<file path="src/pkg/field_measure_cfg.svh">
// Constants of the field measurement sequencer
`ifndef FIELD_MEASURE_CFG_SVH
`define FIELD_MEASURE_CFG_SVH
`define CLK_PERIOD_NS 25
`define EOC_PULSE_MIN_NS 1800
`define EOC_PULSE_MAX_NS 3200
`define EOC_PULSE_CYC ((`EOC_PULSE_MIN_NS + `CLK_PERIOD_NS - 1) / `CLK_PERIOD_NS)
// Long enough that even an X/Y cycle outlasts the end pulse in fast mode
`define CONV_CYC_DEF 40
`define LP_STEP_BASE_DEF 64
`endif

</file>
<file path="src/pkg/field_measure_pkg.sv">
// Types of the field measurement sequencer
package field_measure_pkg;
  typedef enum logic [1:0] {
    CFG_XYZT,
    CFG_XYZ,
    CFG_XY,
    CFG_RSVD
  } chan_cfg_t;
  typedef enum logic [1:0] {
    MODE_LOW_POWER,
    MODE_FAST,
    MODE_HOST,
    MODE_POWER_DOWN
  } run_mode_t;
  typedef enum logic [2:0] {
    CH_X,
    CH_Y,
    CH_Z,
    CH_T
  } chan_t;
  typedef enum logic [1:0] {
    ST_IDLE,
    ST_CONV,
    ST_NEXT
  } seq_state_t;
endpackage

</file>
<file path="src/wake_timer.sv">
// Low power wake timer with eight selectable rates
`timescale 1ns/1ps
`include "field_measure_cfg.svh"
module wake_timer #(
  parameter int unsigned BASE = `LP_STEP_BASE_DEF
) (
  input wire logic mclk,
  input wire logic rst_n,
  input wire logic run,
  input wire logic [2:0] rate_sel,
  output logic tick
);
  typedef struct packed {
    logic [31:0] cnt;
    logic tick;
  } wt_state_t;
  wt_state_t st_ff;
  wt_state_t nxt_st;
  logic [31:0] limit;
  // Each step doubles the interval; step 0 is fastest
  assign limit = (32'(BASE) << rate_sel) - 32'h1;
  always_comb begin
    nxt_st = st_ff;
    nxt_st.tick = 1'b0;
    if (!run) begin
      nxt_st.cnt = 32'h0;
    end else if (st_ff.cnt >= limit) begin
      nxt_st.cnt = 32'h0;
      nxt_st.tick = 1'b1;
    end else begin
      nxt_st.cnt = st_ff.cnt + 32'h1;
    end
  end
  always_ff @(posedge mclk or negedge rst_n) begin
    if (!rst_n) begin
      st_ff <= '0;
    end else begin
      st_ff <= nxt_st;
    end
  end
  assign tick = st_ff.tick;
  a_tick_single: assert property (@(posedge mclk) disable iff (!rst_n)
    tick |=> !tick)
    else $error("wake tick longer than one cycle");
endmodule

</file>
<file path="src/field_measure_sequencer.sv">
// Measurement sequencer with end-of-conversion pulse
`timescale 1ns/1ps
`include "field_measure_cfg.svh"
module field_measure_sequencer #(
  parameter int unsigned CONV_CYC = `CONV_CYC_DEF
) (
  input wire logic mclk,
  input wire logic rst_n,
  input wire logic [1:0] run_mode,
  input wire logic [1:0] chan_cfg,
  input wire logic [2:0] lp_rate,
  input wire logic int_en,
  input wire logic host_trig,
  input wire logic ext_trig,
  input wire logic [11:0] adc_data,
  output logic adc_start,
  output logic [2:0] adc_chan,
  output logic busy,
  output logic eoc_n,
  output logic [11:0] field_x_channel,
  output logic [11:0] field_y_channel,
  output logic [11:0] field_z_channel,
  output logic [11:0] temp_value
);
  localparam int unsigned PULSE_CYC = `EOC_PULSE_CYC;
  typedef struct packed {
    field_measure_pkg::seq_state_t st;
    field_measure_pkg::chan_t ch;
    logic [15:0] conv_cnt;
    logic [7:0] pulse_cnt;
    logic adc_start;
    logic [11:0] rx;
    logic [11:0] ry;
    logic [11:0] rz;
    logic [11:0] rt;
  } seq_t;
  seq_t s_ff;
  seq_t nxt_s;
  logic lp_tick;
  logic trig;
  logic fast;

  // Last channel of a cycle for the configuration
  function automatic field_measure_pkg::chan_t last_chan(input logic [1:0] cfg);
    field_measure_pkg::chan_t r;
    r = field_measure_pkg::CH_T;
    if (cfg == field_measure_pkg::CFG_XYZ) begin
      r = field_measure_pkg::CH_Z;
    end else if (cfg == field_measure_pkg::CFG_XY) begin
      r = field_measure_pkg::CH_Y;
    end
    return r;
  endfunction

  wake_timer u_wake (
    .mclk(mclk),
    .rst_n(rst_n),
    .run(run_mode == field_measure_pkg::MODE_LOW_POWER),
    .rate_sel(lp_rate),
    .tick(lp_tick)
  );

  assign fast = (run_mode == field_measure_pkg::MODE_FAST);
  // Trigger source depends on mode; power down never starts
  always_comb begin
    unique case (run_mode)
      field_measure_pkg::MODE_FAST: trig = 1'b1;
      field_measure_pkg::MODE_LOW_POWER: trig = lp_tick | ext_trig;
      field_measure_pkg::MODE_HOST: trig = host_trig;
      field_measure_pkg::MODE_POWER_DOWN: trig = 1'b0;
    endcase
  end

  always_comb begin
    nxt_s = s_ff;
    nxt_s.adc_start = 1'b0;
    if (s_ff.pulse_cnt != 8'h0) begin
      nxt_s.pulse_cnt = s_ff.pulse_cnt - 8'h1;
    end
    unique case (s_ff.st)
      field_measure_pkg::ST_IDLE: begin
        if (trig) begin
          nxt_s.st = field_measure_pkg::ST_CONV;
          nxt_s.ch = field_measure_pkg::CH_X;
          nxt_s.conv_cnt = 16'h0;
          nxt_s.adc_start = 1'b1;
        end
      end
      field_measure_pkg::ST_CONV: begin
        if (s_ff.conv_cnt >= 16'(CONV_CYC - 1)) begin
          // Only the converted channel is stored; skipped ones hold
          unique case (s_ff.ch)
            field_measure_pkg::CH_X: nxt_s.rx = adc_data;
            field_measure_pkg::CH_Y: nxt_s.ry = adc_data;
            field_measure_pkg::CH_Z: nxt_s.rz = adc_data;
            default: nxt_s.rt = adc_data;
          endcase
          nxt_s.st = field_measure_pkg::ST_NEXT;
        end else begin
          nxt_s.conv_cnt = s_ff.conv_cnt + 16'h1;
        end
      end
      field_measure_pkg::ST_NEXT: begin
        // Also ends a cycle whose configuration shrank mid-way, no channel wrap
        if (s_ff.ch >= last_chan(chan_cfg)) begin
          nxt_s.st = field_measure_pkg::ST_IDLE;
          if (int_en) begin
            nxt_s.pulse_cnt = 8'(PULSE_CYC);
          end
        end else begin
          nxt_s.ch = field_measure_pkg::chan_t'(s_ff.ch + 3'h1);
          nxt_s.conv_cnt = 16'h0;
          nxt_s.adc_start = 1'b1;
          nxt_s.st = field_measure_pkg::ST_CONV;
        end
      end
      default: nxt_s.st = field_measure_pkg::ST_IDLE;
    endcase
  end

  always_ff @(posedge mclk or negedge rst_n) begin
    if (!rst_n) begin
      s_ff <= '0;
    end else begin
      s_ff <= nxt_s;
    end
  end

  // Low outside the pulse is impossible: pulse counter alone drives it
  assign eoc_n = (s_ff.pulse_cnt == 8'h0);
  assign adc_start = s_ff.adc_start;
  assign adc_chan = s_ff.ch;
  assign busy = (s_ff.st != field_measure_pkg::ST_IDLE);
  assign field_x_channel = s_ff.rx;
  assign field_y_channel = s_ff.ry;
  assign field_z_channel = s_ff.rz;
  assign temp_value = s_ff.rt;

  // Assertion helper only: length of the current eoc_n low run
  logic [7:0] eoc_low_ff;
  always_ff @(posedge mclk or negedge rst_n) begin
    if (!rst_n) begin
      eoc_low_ff <= 8'h00;
    end else if (eoc_n) begin
      eoc_low_ff <= 8'h00;
    end else if (eoc_low_ff != 8'hFF) begin
      eoc_low_ff <= eoc_low_ff + 8'h01;
    end
  end

  a_eoc_width: assert property (@(posedge mclk) disable iff (!rst_n)
    $rose(eoc_n) |-> eoc_low_ff == 8'(PULSE_CYC))
    else $error("eoc pulse width wrong");
  a_eoc_max: assert property (@(posedge mclk) disable iff (!rst_n)
    !eoc_n |-> eoc_low_ff < 8'(PULSE_CYC))
    else $error("eoc pulse too long");
  a_eoc_with_end: assert property (@(posedge mclk) disable iff (!rst_n)
    ($fell(busy) && $past(int_en)) |-> !eoc_n)
    else $error("no eoc pulse at cycle end");
  a_eoc_disabled: assert property (@(posedge mclk) disable iff (!rst_n)
    (s_ff.st == field_measure_pkg::ST_NEXT && nxt_s.st == field_measure_pkg::ST_IDLE
     && !int_en && eoc_n) |=> eoc_n)
    else $error("eoc pulsed while disabled");
  a_fast_restart: assert property (@(posedge mclk) disable iff (!rst_n)
    (fast && s_ff.st == field_measure_pkg::ST_IDLE) |=> adc_start)
    else $error("fast mode did not restart");
  a_host_start: assert property (@(posedge mclk) disable iff (!rst_n)
    (run_mode == field_measure_pkg::MODE_HOST && s_ff.st == field_measure_pkg::ST_IDLE
     && !host_trig) |=> !busy)
    else $error("untriggered start");
  a_pd_idle: assert property (@(posedge mclk) disable iff (!rst_n)
    (run_mode == field_measure_pkg::MODE_POWER_DOWN && !busy) |=> !busy)
    else $error("power down started a cycle");
  a_xy_no_z: assert property (@(posedge mclk) disable iff (!rst_n)
    (chan_cfg == field_measure_pkg::CFG_XY) |-> adc_chan <= 3'(field_measure_pkg::CH_Y)
    || !busy || $changed(chan_cfg))
    else $error("xy config converted z or t");
  a_xyz_no_t: assert property (@(posedge mclk) disable iff (!rst_n)
    (chan_cfg == field_measure_pkg::CFG_XYZ && $stable(chan_cfg) && busy)
    |-> adc_chan != 3'(field_measure_pkg::CH_T))
    else $error("xyz config converted t");
  a_skip_hold: assert property (@(posedge mclk) disable iff (!rst_n)
    (chan_cfg != field_measure_pkg::CFG_XYZT && adc_chan != 3'(field_measure_pkg::CH_T))
    |=> $stable(temp_value))
    else $error("skipped temperature changed");
  a_order_x_y: assert property (@(posedge mclk) disable iff (!rst_n)
    (adc_start && adc_chan == 3'(field_measure_pkg::CH_Y))
    |-> $past(adc_chan) == 3'(field_measure_pkg::CH_X))
    else $error("y not after x");
  a_order_y_z: assert property (@(posedge mclk) disable iff (!rst_n)
    (adc_start && adc_chan == 3'(field_measure_pkg::CH_Z))
    |-> $past(adc_chan) == 3'(field_measure_pkg::CH_Y))
    else $error("z not after y");
  a_order_z_t: assert property (@(posedge mclk) disable iff (!rst_n)
    (adc_start && adc_chan == 3'(field_measure_pkg::CH_T))
    |-> $past(adc_chan) == 3'(field_measure_pkg::CH_Z))
    else $error("t not after z");
  // Channel register keeps the last converted channel after the cycle ends
  a_xyz_end: assert property (@(posedge mclk) disable iff (!rst_n)
    ($fell(busy) && chan_cfg == field_measure_pkg::CFG_XYZ && $stable(chan_cfg))
    |-> adc_chan == 3'(field_measure_pkg::CH_Z))
    else $error("xyz cycle did not end after z");
  a_xy_end: assert property (@(posedge mclk) disable iff (!rst_n)
    ($fell(busy) && chan_cfg == field_measure_pkg::CFG_XY && $stable(chan_cfg))
    |-> adc_chan == 3'(field_measure_pkg::CH_Y))
    else $error("xy cycle did not end after y");
  c_full_cycle: cover property (@(posedge mclk) disable iff (!rst_n)
    adc_start && adc_chan == 3'(field_measure_pkg::CH_T));
  c_eoc_pulse: cover property (@(posedge mclk) disable iff (!rst_n) $rose(eoc_n));
  c_xy_cycle: cover property (@(posedge mclk) disable iff (!rst_n)
    chan_cfg == field_measure_pkg::CFG_XY && $fell(busy));
  c_lp_start: cover property (@(posedge mclk) disable iff (!rst_n)
    run_mode == field_measure_pkg::MODE_LOW_POWER && $rose(busy));
endmodule

</file>
<file path="config.mk">
export PLATFORM = sky130hd
export DESIGN_NAME = field_measure_sequencer
export DESIGN_NICKNAME = d
export VERILOG_FILES = /design/src/pkg/field_measure_pkg.sv /design/src/wake_timer.sv /design/src/field_measure_sequencer.sv
export VERILOG_INCLUDE_DIRS = /design/src /design/src/pkg
export SDC_FILE = /design/constraint.sdc
export NUM_CORES = 1
export LEC_CHECK = 0
export ABC_CLOCK_PERIOD_IN_PS = 3820
export BUFFER_PORTS_ARGS = -buffer_cell sky130_fd_sc_hd__buf_2
export CAP_MARGIN = 20
export CORE_AREA = 3 3 119 121
export DETAILED_ROUTE_END_ITERATION = 8
export DIE_AREA = 0 0 122 124
export PLACE_DENSITY_LB_ADDON = 0.1
export SETUP_SLACK_MARGIN = 0.02
export SLEW_MARGIN = 10
export SYNTH_ARGS = -nofsm -noshare
export SYNTH_HDL_FRONTEND = slang
export SYNTH_SLANG_ARGS = --single-unit
</file>
<file path="constraint.sdc">
create_clock -name mclk -period 3.82 [get_ports mclk]
set_input_delay 0.382 -clock mclk [delete_from_list [all_inputs] [get_ports mclk]]
set_output_delay 0.382 -clock mclk [all_outputs]
set_load 0.02 [all_outputs]
</file>
==> results_dict.tcl, run 1 <==
set metrics [dict create \
    outcome "completed" \
    routed_wl_um 9930 \
    cpPeakStageDelay_ns 0.71 \
    cts_resized 0 \
    start_kind "register" \
    top_layer "met4" \
    drc 0 \
    grt_antenna_before_repair 0 \
    grt_max_degree 74 \
    vias 3265 \
    synth_edf_count 0 \
    power.density_mw_per_mm2 562 \
    worstPathRequired_ns 4.04 \
    fmax_ghz 0.395 \
    finalPower_mw 3.26 \
    avgViaCountPerCell 4.90 \
    avgSynthCellArea_um2 11.9 \
    synthToLayoutAreaGrowth_pct 10.4 \
    grt_pass1_wl_um 16400 \
    hold_violations 0 \
    drt-met1-wl_um 4750 \
    setup_viol 0 \
    ys_ff_latch 111 \
    worstPathArrival_ns 2.76 \
    max_slew_margin_pct 39.4 \
    core_mm2 0.0132 \
    netlist_area_mm2 0.00526 \
    synth_cells 441 \
    synth_ff_type "dfrtp_1" \
    path_delay_family "compound AO/OA/AOI/OAI gates" \
    grt_pass1_vias 3265 \
    cp.buffers_inverters 0 \
    period_minus_slack_ns 2.53 \
    numCtsBuffers 9 \
    drv_cap 0 \
    clkTransAtPathRegs_ns 0.07 \
    root_buffer "clkbuf_16" \
    pin_count 78 \
    post_cts_buffers 0 \
    seq_area_frac_synth_pct 52.8 \
    portBuffers 77 \
    cp_cell_sequence "ha_1, a211oi_1, o21ai_1, o211ai_2, mux2_2" \
    place_congestion 0.770 \
    ir_drop_uv 209 \
    dp.cells 651 \
    track_usage_pct 13.7 \
    nFillCells 1240 \
    fp-row-count 42 \
    pre_cts_slack_ns 1.02 \
    antennaDiodeCount 0 \
    async_flop_share_pct 100 \
    layout-drive-gt1-share_pct 32.2 \
    rsz0062_at_grt "false" \
    met2_length_um 4700 \
    synth.distinct_cells 52 \
    final_cell_mix "dfrtp_1, buf_2, mux2_2" \
    fin_crit_sh_pct 66.3 \
    finClkSkew_ns 0.0105 \
    insertion_delay_ns 0.34 \
    wl_met3_um 363 \
    setup_tns_ns 0 \
    multi_input_area_mm2 0.00205 \
    final_nets 529 \
    cts_sinks 111 \
    hpwl_um 7070 \
    crit_cells 5 \
    final_common_cell "dfrtp_1" \
    crit_path_end_kind "register" \
    die-area_mm2 0.0151 \
    regArea_mm2 0.00278 \
    wl_per_cell_um 14.9 \
    dr.first_iter.drc_count 134 \
    clock_path_buffers 2 \
    detail-route-antenna-nets 0 \
    fp.dieW_um 122 \
    timing.final.ws_setup_ns 1.29 \
    layout.cells.non_filler 666 \
    yosysWarnings 0 \
    htree_levels 3 \
    slew_violations 0 \
    p_leak_nw 2.73 \
    whs_ns 0.166 \
    start_util_pct 39.9 \
    ctsHoldBuffers 0 \
    worst_pin_slew_ns 0.909 \
    cp_slowest_cell "o211ai_2" \
    crit_path_max_fanout 12 \
    grt_overflow_total 0 \
    cts_tree "built" \
    min_path_type "primary input to asynchronous set/reset pin" \
    worst_r2r_path_depth 5 \
    first_pass_iters 4 \
    path_class "register to register" \
    die_y_um 124 \
]
synthesized netlist by cell type, drive strengths merged (8+ instances only):
library cell  number  share of area [%]
dfrtp            111                 53
buf               60                8.3
mux2              48                 10
ha                19                4.5
nor2              18                1.3
nor3              17                1.6
and3              13                1.5
nand3             12                1.1
xor2              12                2.0
inv               11               0.79
nand2             11               0.83
a21oi             10               0.95
nand4              8               0.95
o21ai              8               0.76
worst paths after layout:
kind / start / to / slack [ns]
max: s_ff[57] / field_y_channel[6] / 1.29
max in group asynchronous: rst_n / u_wake.st_ff[16] / 2.81
min in group mclk: adc_data[11] / field_x_channel[11] / 0.31
min: rst_n / field_x_channel[8] / 0.17
min reg2reg: u_wake.st_ff[1] / u_wake.st_ff[1] / 0.47
max reg2reg: s_ff[57] / field_y_channel[6] / 1.29
cells by family after synthesis:
| family | after synthesis | share of synthesized area (%) |
|---|---|---|
| other | 2 | 0.143 |
| DFF | 111 | 52.8 |
| xor gates and xnor gates | 19 | 3.16 |
| AOI/OAI and AO/OA | 51 | 7.00 |
| muxes | 48 | 10.3 |
| buffers and inverters | 76 | 9.42 |
| and+or+nand+nor | 115 | 12.7 |
| adders and majority gates | 19 | 4.52 |
layout make-up:
| class | count | share of cell area, % |
|---|---|---|
| Clock inverter | 6 | 1.08 |
| Clock buffer | 9 | 3.88 |
| Sequential cell | 111 | 47.8 |
| Tap cell | 176 | 3.79 |
| Inverter | 11 | 0.711 |
| Multi-Input combinational cell | 270 | 35.2 |
| Timing Repair Buffer | 83 | 7.46 |
per-layer routing:
| metal | up-vias | global-route usage (%) |
|---|---|---|
| met2 | 62 | 23.0 |
| met4 | 0 | 5.67 |
| li1 | 1597 | - |
| met3 | 9 | 1.77 |
| met5 | - | 0 |
| met1 | 1597 | 18.1 |
registers in the layout, indices dropped and copies added (netlist names):
register and cells:
u_wake.st_ff 32, s_ff 26, field_x_channel 12, field_y_channel 12, field_z_channel 12, temp_value 12, adc_chan 3, adc_start 1
u_wake.tick 1
power breakdown:
part | total [mW] | switching (mW) | internal [mW]
Combinational | 0.809 | 0.463 | 0.346
Clock | 0.916 | 0.413 | 0.503
Sequential | 1.54 | 0.151 | 1.39
Total | 3.26 | 1.03 | 2.24
through the flow:
stage / cell area (um^2) / utilization [%]
after floorplan: 5320 / -
after global placement: 5520 / 41.8
after detailed placement: 5520 / 41.8
after CTS: 5810 / 44.0
after global routing: 5810 / 44.0
final: 5810 / 44.0
Power figures use the tool's default switching activity.
==> inputs of run 2 (changes only) <==
- ABC_AREA: not set -> 1
- ABC_CLOCK_PERIOD_IN_PS: 3820 -> 2290
- CORE_AREA: 3 3 119 121 -> 3 3 122 124
- DIE_AREA: 0 0 122 124 -> 0 0 125 127
- clock period: 3.82 -> 2.29 ns (I/O delays scaled with it)
==> run 2 against run 1 <==
  * Sequential share of layout area fell by 1.9 points
  * First-iteration DRC count rose by 120%
  * Fmax rose by 28%
  * Synthesized cell count rose by 42%
  * Global-route usage rose by 1.8 points
  * Setup slack got worse by 0.98 ns
  * Wire length rose by 18%
  * Die area rose by 4.9%
  * Hold slack got worse by 0.0046 ns
  * Sequential power rose by 55%
  * Final area rose by 4.2%
  * Via count rose by 22%
  * Critical path type unchanged
  * Critical endpoint is now temp_value[0]
==> results_dict.tcl, run 2 <==
set metrics [dict create \
    synth.distinct_cells 32 \
    rsz0062_at_grt "false" \
    yosys-top-cells-area "dfrtp_1, nand2_1, buf_4" \
    layout-drive-gt1-share_pct 17.9 \
    synth_xor_area_share_pct 3.34 \
    worstPathRequired_ns 2.58 \
    pre_cts_slack_ns 0.0827 \
    drv_cap 0 \
    final_cell_mix "nand2_1, dfrtp_1, buf_2" \
    htree_levels 3 \
    worstPathArrival_ns 2.27 \
    timing.final.ws_setup_ns 0.310 \
    final_nets 713 \
    hpwl_um 8610 \
    crit_path_end_kind "register" \
    reg_top3 "u_wake.st_ff (32), s_ff (26)" \
    avgViaCountPerCell 4.67 \
    power.density_mw_per_mm2 888 \
    drt-met1-wl_um 5910 \
    grt_max_degree 52 \
    wl_met3_um 412 \
    first_pass_iters 4 \
    largest_reg_flops 32 \
    clkTransAtPathRegs_ns 0.08 \
    numCtsBuffers 9 \
    grt_pass1_vias 3825 \
    fmax_ghz 0.505 \
    die_y_um 127 \
    p_leak_nw 2.94 \
    fp.dieW_um 125 \
    outcome "completed" \
    hold_violations 0 \
    routed_wl_um 11800 \
    synth_top_area_share_pct 50.4 \
    grt_overflow_total 0 \
    synth_compound_area_share_pct 1.68 \
    fp-row-count 43 \
    start_util_pct 39.7 \
    setup_tns_ns 0 \
    yosys.area_share.simple_pct 27.4 \
    top_layer "met4" \
    path_class "register to register" \
    track_usage_pct 15.5 \
    slew_violations 0 \
    synth_top_area_cell "dfrtp_1" \
    worst_pin_slew_ns 0.715 \
    cts_tree "built" \
    synth_ff_type "dfrtp_1" \
    synthAdderAreaFrac_pct 4.31 \
    core_mm2 0.0139 \
    start_kind "register" \
    setup_viol 0 \
    holdPathStages 3 \
    yosysMostFrequentCell "nand2_1" \
    ys_ff_latch 111 \
    fin_crit_sh_pct 86.4 \
    muxShareOfSynthArea_pct 0 \
    final_common_cell "nand2_1" \
    ir_drop_uv 470 \
    synth_top_family_by_area "simple AND/OR/NAND/NOR gates" \
    async_flop_share_pct 100 \
    seq_area_frac_synth_pct 50.4 \
    grt_pass1_wl_um 19900 \
    nFillCells 1407 \
    dr.first_iter.drc_count 296 \
    vias 3990 \
    portBuffers 77 \
    worst_r2r_path_depth 8 \
    synth_cells 626 \
    synthToLayoutAreaGrowth_pct 9.73 \
    synth_edf_count 0 \
    avgSynthCellArea_um2 8.81 \
    grt_antenna_before_repair 0 \
    crit_path_max_fanout 12 \
    min_path_type "primary input to register" \
    finClkSkew_ns 0.0133 \
    met2_length_um 5160 \
    wl_per_cell_um 13.8 \
    regMostFlops "u_wake.st_ff" \
    yosysWarnings 0 \
    drc 0 \
    root_buffer "clkbuf_16" \
    whs_ns 0.161 \
    period_minus_slack_ns 1.98 \
    pin_count 78 \
    insertion_delay_ns 0.36 \
    synthTopCellsByCount "nand2_1, dfrtp_1, nor2_1" \
    cts_sinks 111 \
    die-area_mm2 0.0159 \
    antennaDiodeCount 0 \
    detail-route-antenna-nets 0 \
    max_slew_margin_pct 52.3 \
    clock_path_buffers 2 \
    netlist_area_mm2 0.00551 \
    place_congestion 0.793 \
]
==> run 2: cell count changes after synthesis, sizes merged, moves of 14 or more <==
cell   delta
inv      +40
mux2     -48
nand2   +160
nand3    +18
nand4    +43
nor2     +61
nor3     -14
==> run 2: cell type report <==
| class | count | area, um^2 | area share [%] |
|---|---|---|---|
| Sequential cell | 111 | 2780 | 45.9 |
| Multi-Input combinational cell | 409 | 2090 | 34.6 |
| Timing Repair Buffer | 88 | 485 | 8.02 |
| Clock buffer | 10 | 239 | 3.95 |
| Tap cell | 180 | 225 | 3.72 |
| Inverter | 51 | 191 | 3.16 |
| Clock inverter | 6 | 41.3 | 0.682 |
==> run 2: through the flow <==
stage | cells | total power [mW] | util, % | instance area [um^2]
2_1_floorplan | 642 | 3.64 | - | 5570
3_3_place_gp | 838 | 3.90 | 41.5 | 5760
3_5_place_dp | 838 | 3.92 | 41.5 | 5760
4_1_cts | 855 | 5.45 | 43.6 | 6050
5_1_grt | 855 | 5.75 | 43.6 | 6050
6_report | 855 | 5.38 | 43.6 | 6050
==> run 2: logic make-up after synthesis <==
| kind of cell | count (synthesis) |
|---|---|
| DFF | 111 |
| other | 2 |
| buffers and inverters | 122 |
| AOI/OAI and AO/OA | 16 |
| adders and majority gates | 19 |
| and+or+nand+nor | 335 |
| xor gates and xnor gates | 21 |
==> run 2: what timing repair did <==
item | in CTS | in global routing
hold buffers | 1 | 0
buffers inserted | 0 | 0
resized for setup | 0 | 0
endpoints found under the hold margin | 48 | 0
==> run 2: report_power, final <==
group	internal [mW]	leakage [nW]	total [mW]	switching [mW]
registers	2.22	1.27	2.39	0.164
clock network	0.775	0.143	1.50	0.730
logic	0.450	1.52	1.49	1.03
==> run 2: critical path: stages, from the launching register on <==
cell     delay, ns
dfrtp_1       0.44
inv_1         0.12
ha_1          0.15
inv_1         0.04
nor2_1        0.44
nor3_2        0.13
nand3_1       0.41
nand2_1       0.10
nand2_1       0.09
==> run 2: final timing paths <==
kind | from | to | slack [ns]
worst max-delay path | adc_chan[1] | temp_value[0] | 0.31
worst min-delay path | adc_data[11] | field_y_channel[11] | 0.16
worst max register to register | adc_chan[1] | temp_value[0] | 0.31
worst min register to register | u_wake.st_ff[1] | u_wake.st_ff[1] | 0.46
max in group asynchronous | rst_n | field_x_channel[3] | 1.14
min in group asynchronous | rst_n | s_ff[56] | 0.46
==> run 2: per-layer routing <==
layer  GRT usage (%)  up-vias
met5               0        -
met4            7.14        0
met3            2.59       16
met2            22.6       75
met1            22.7     1873
li1                -     2026
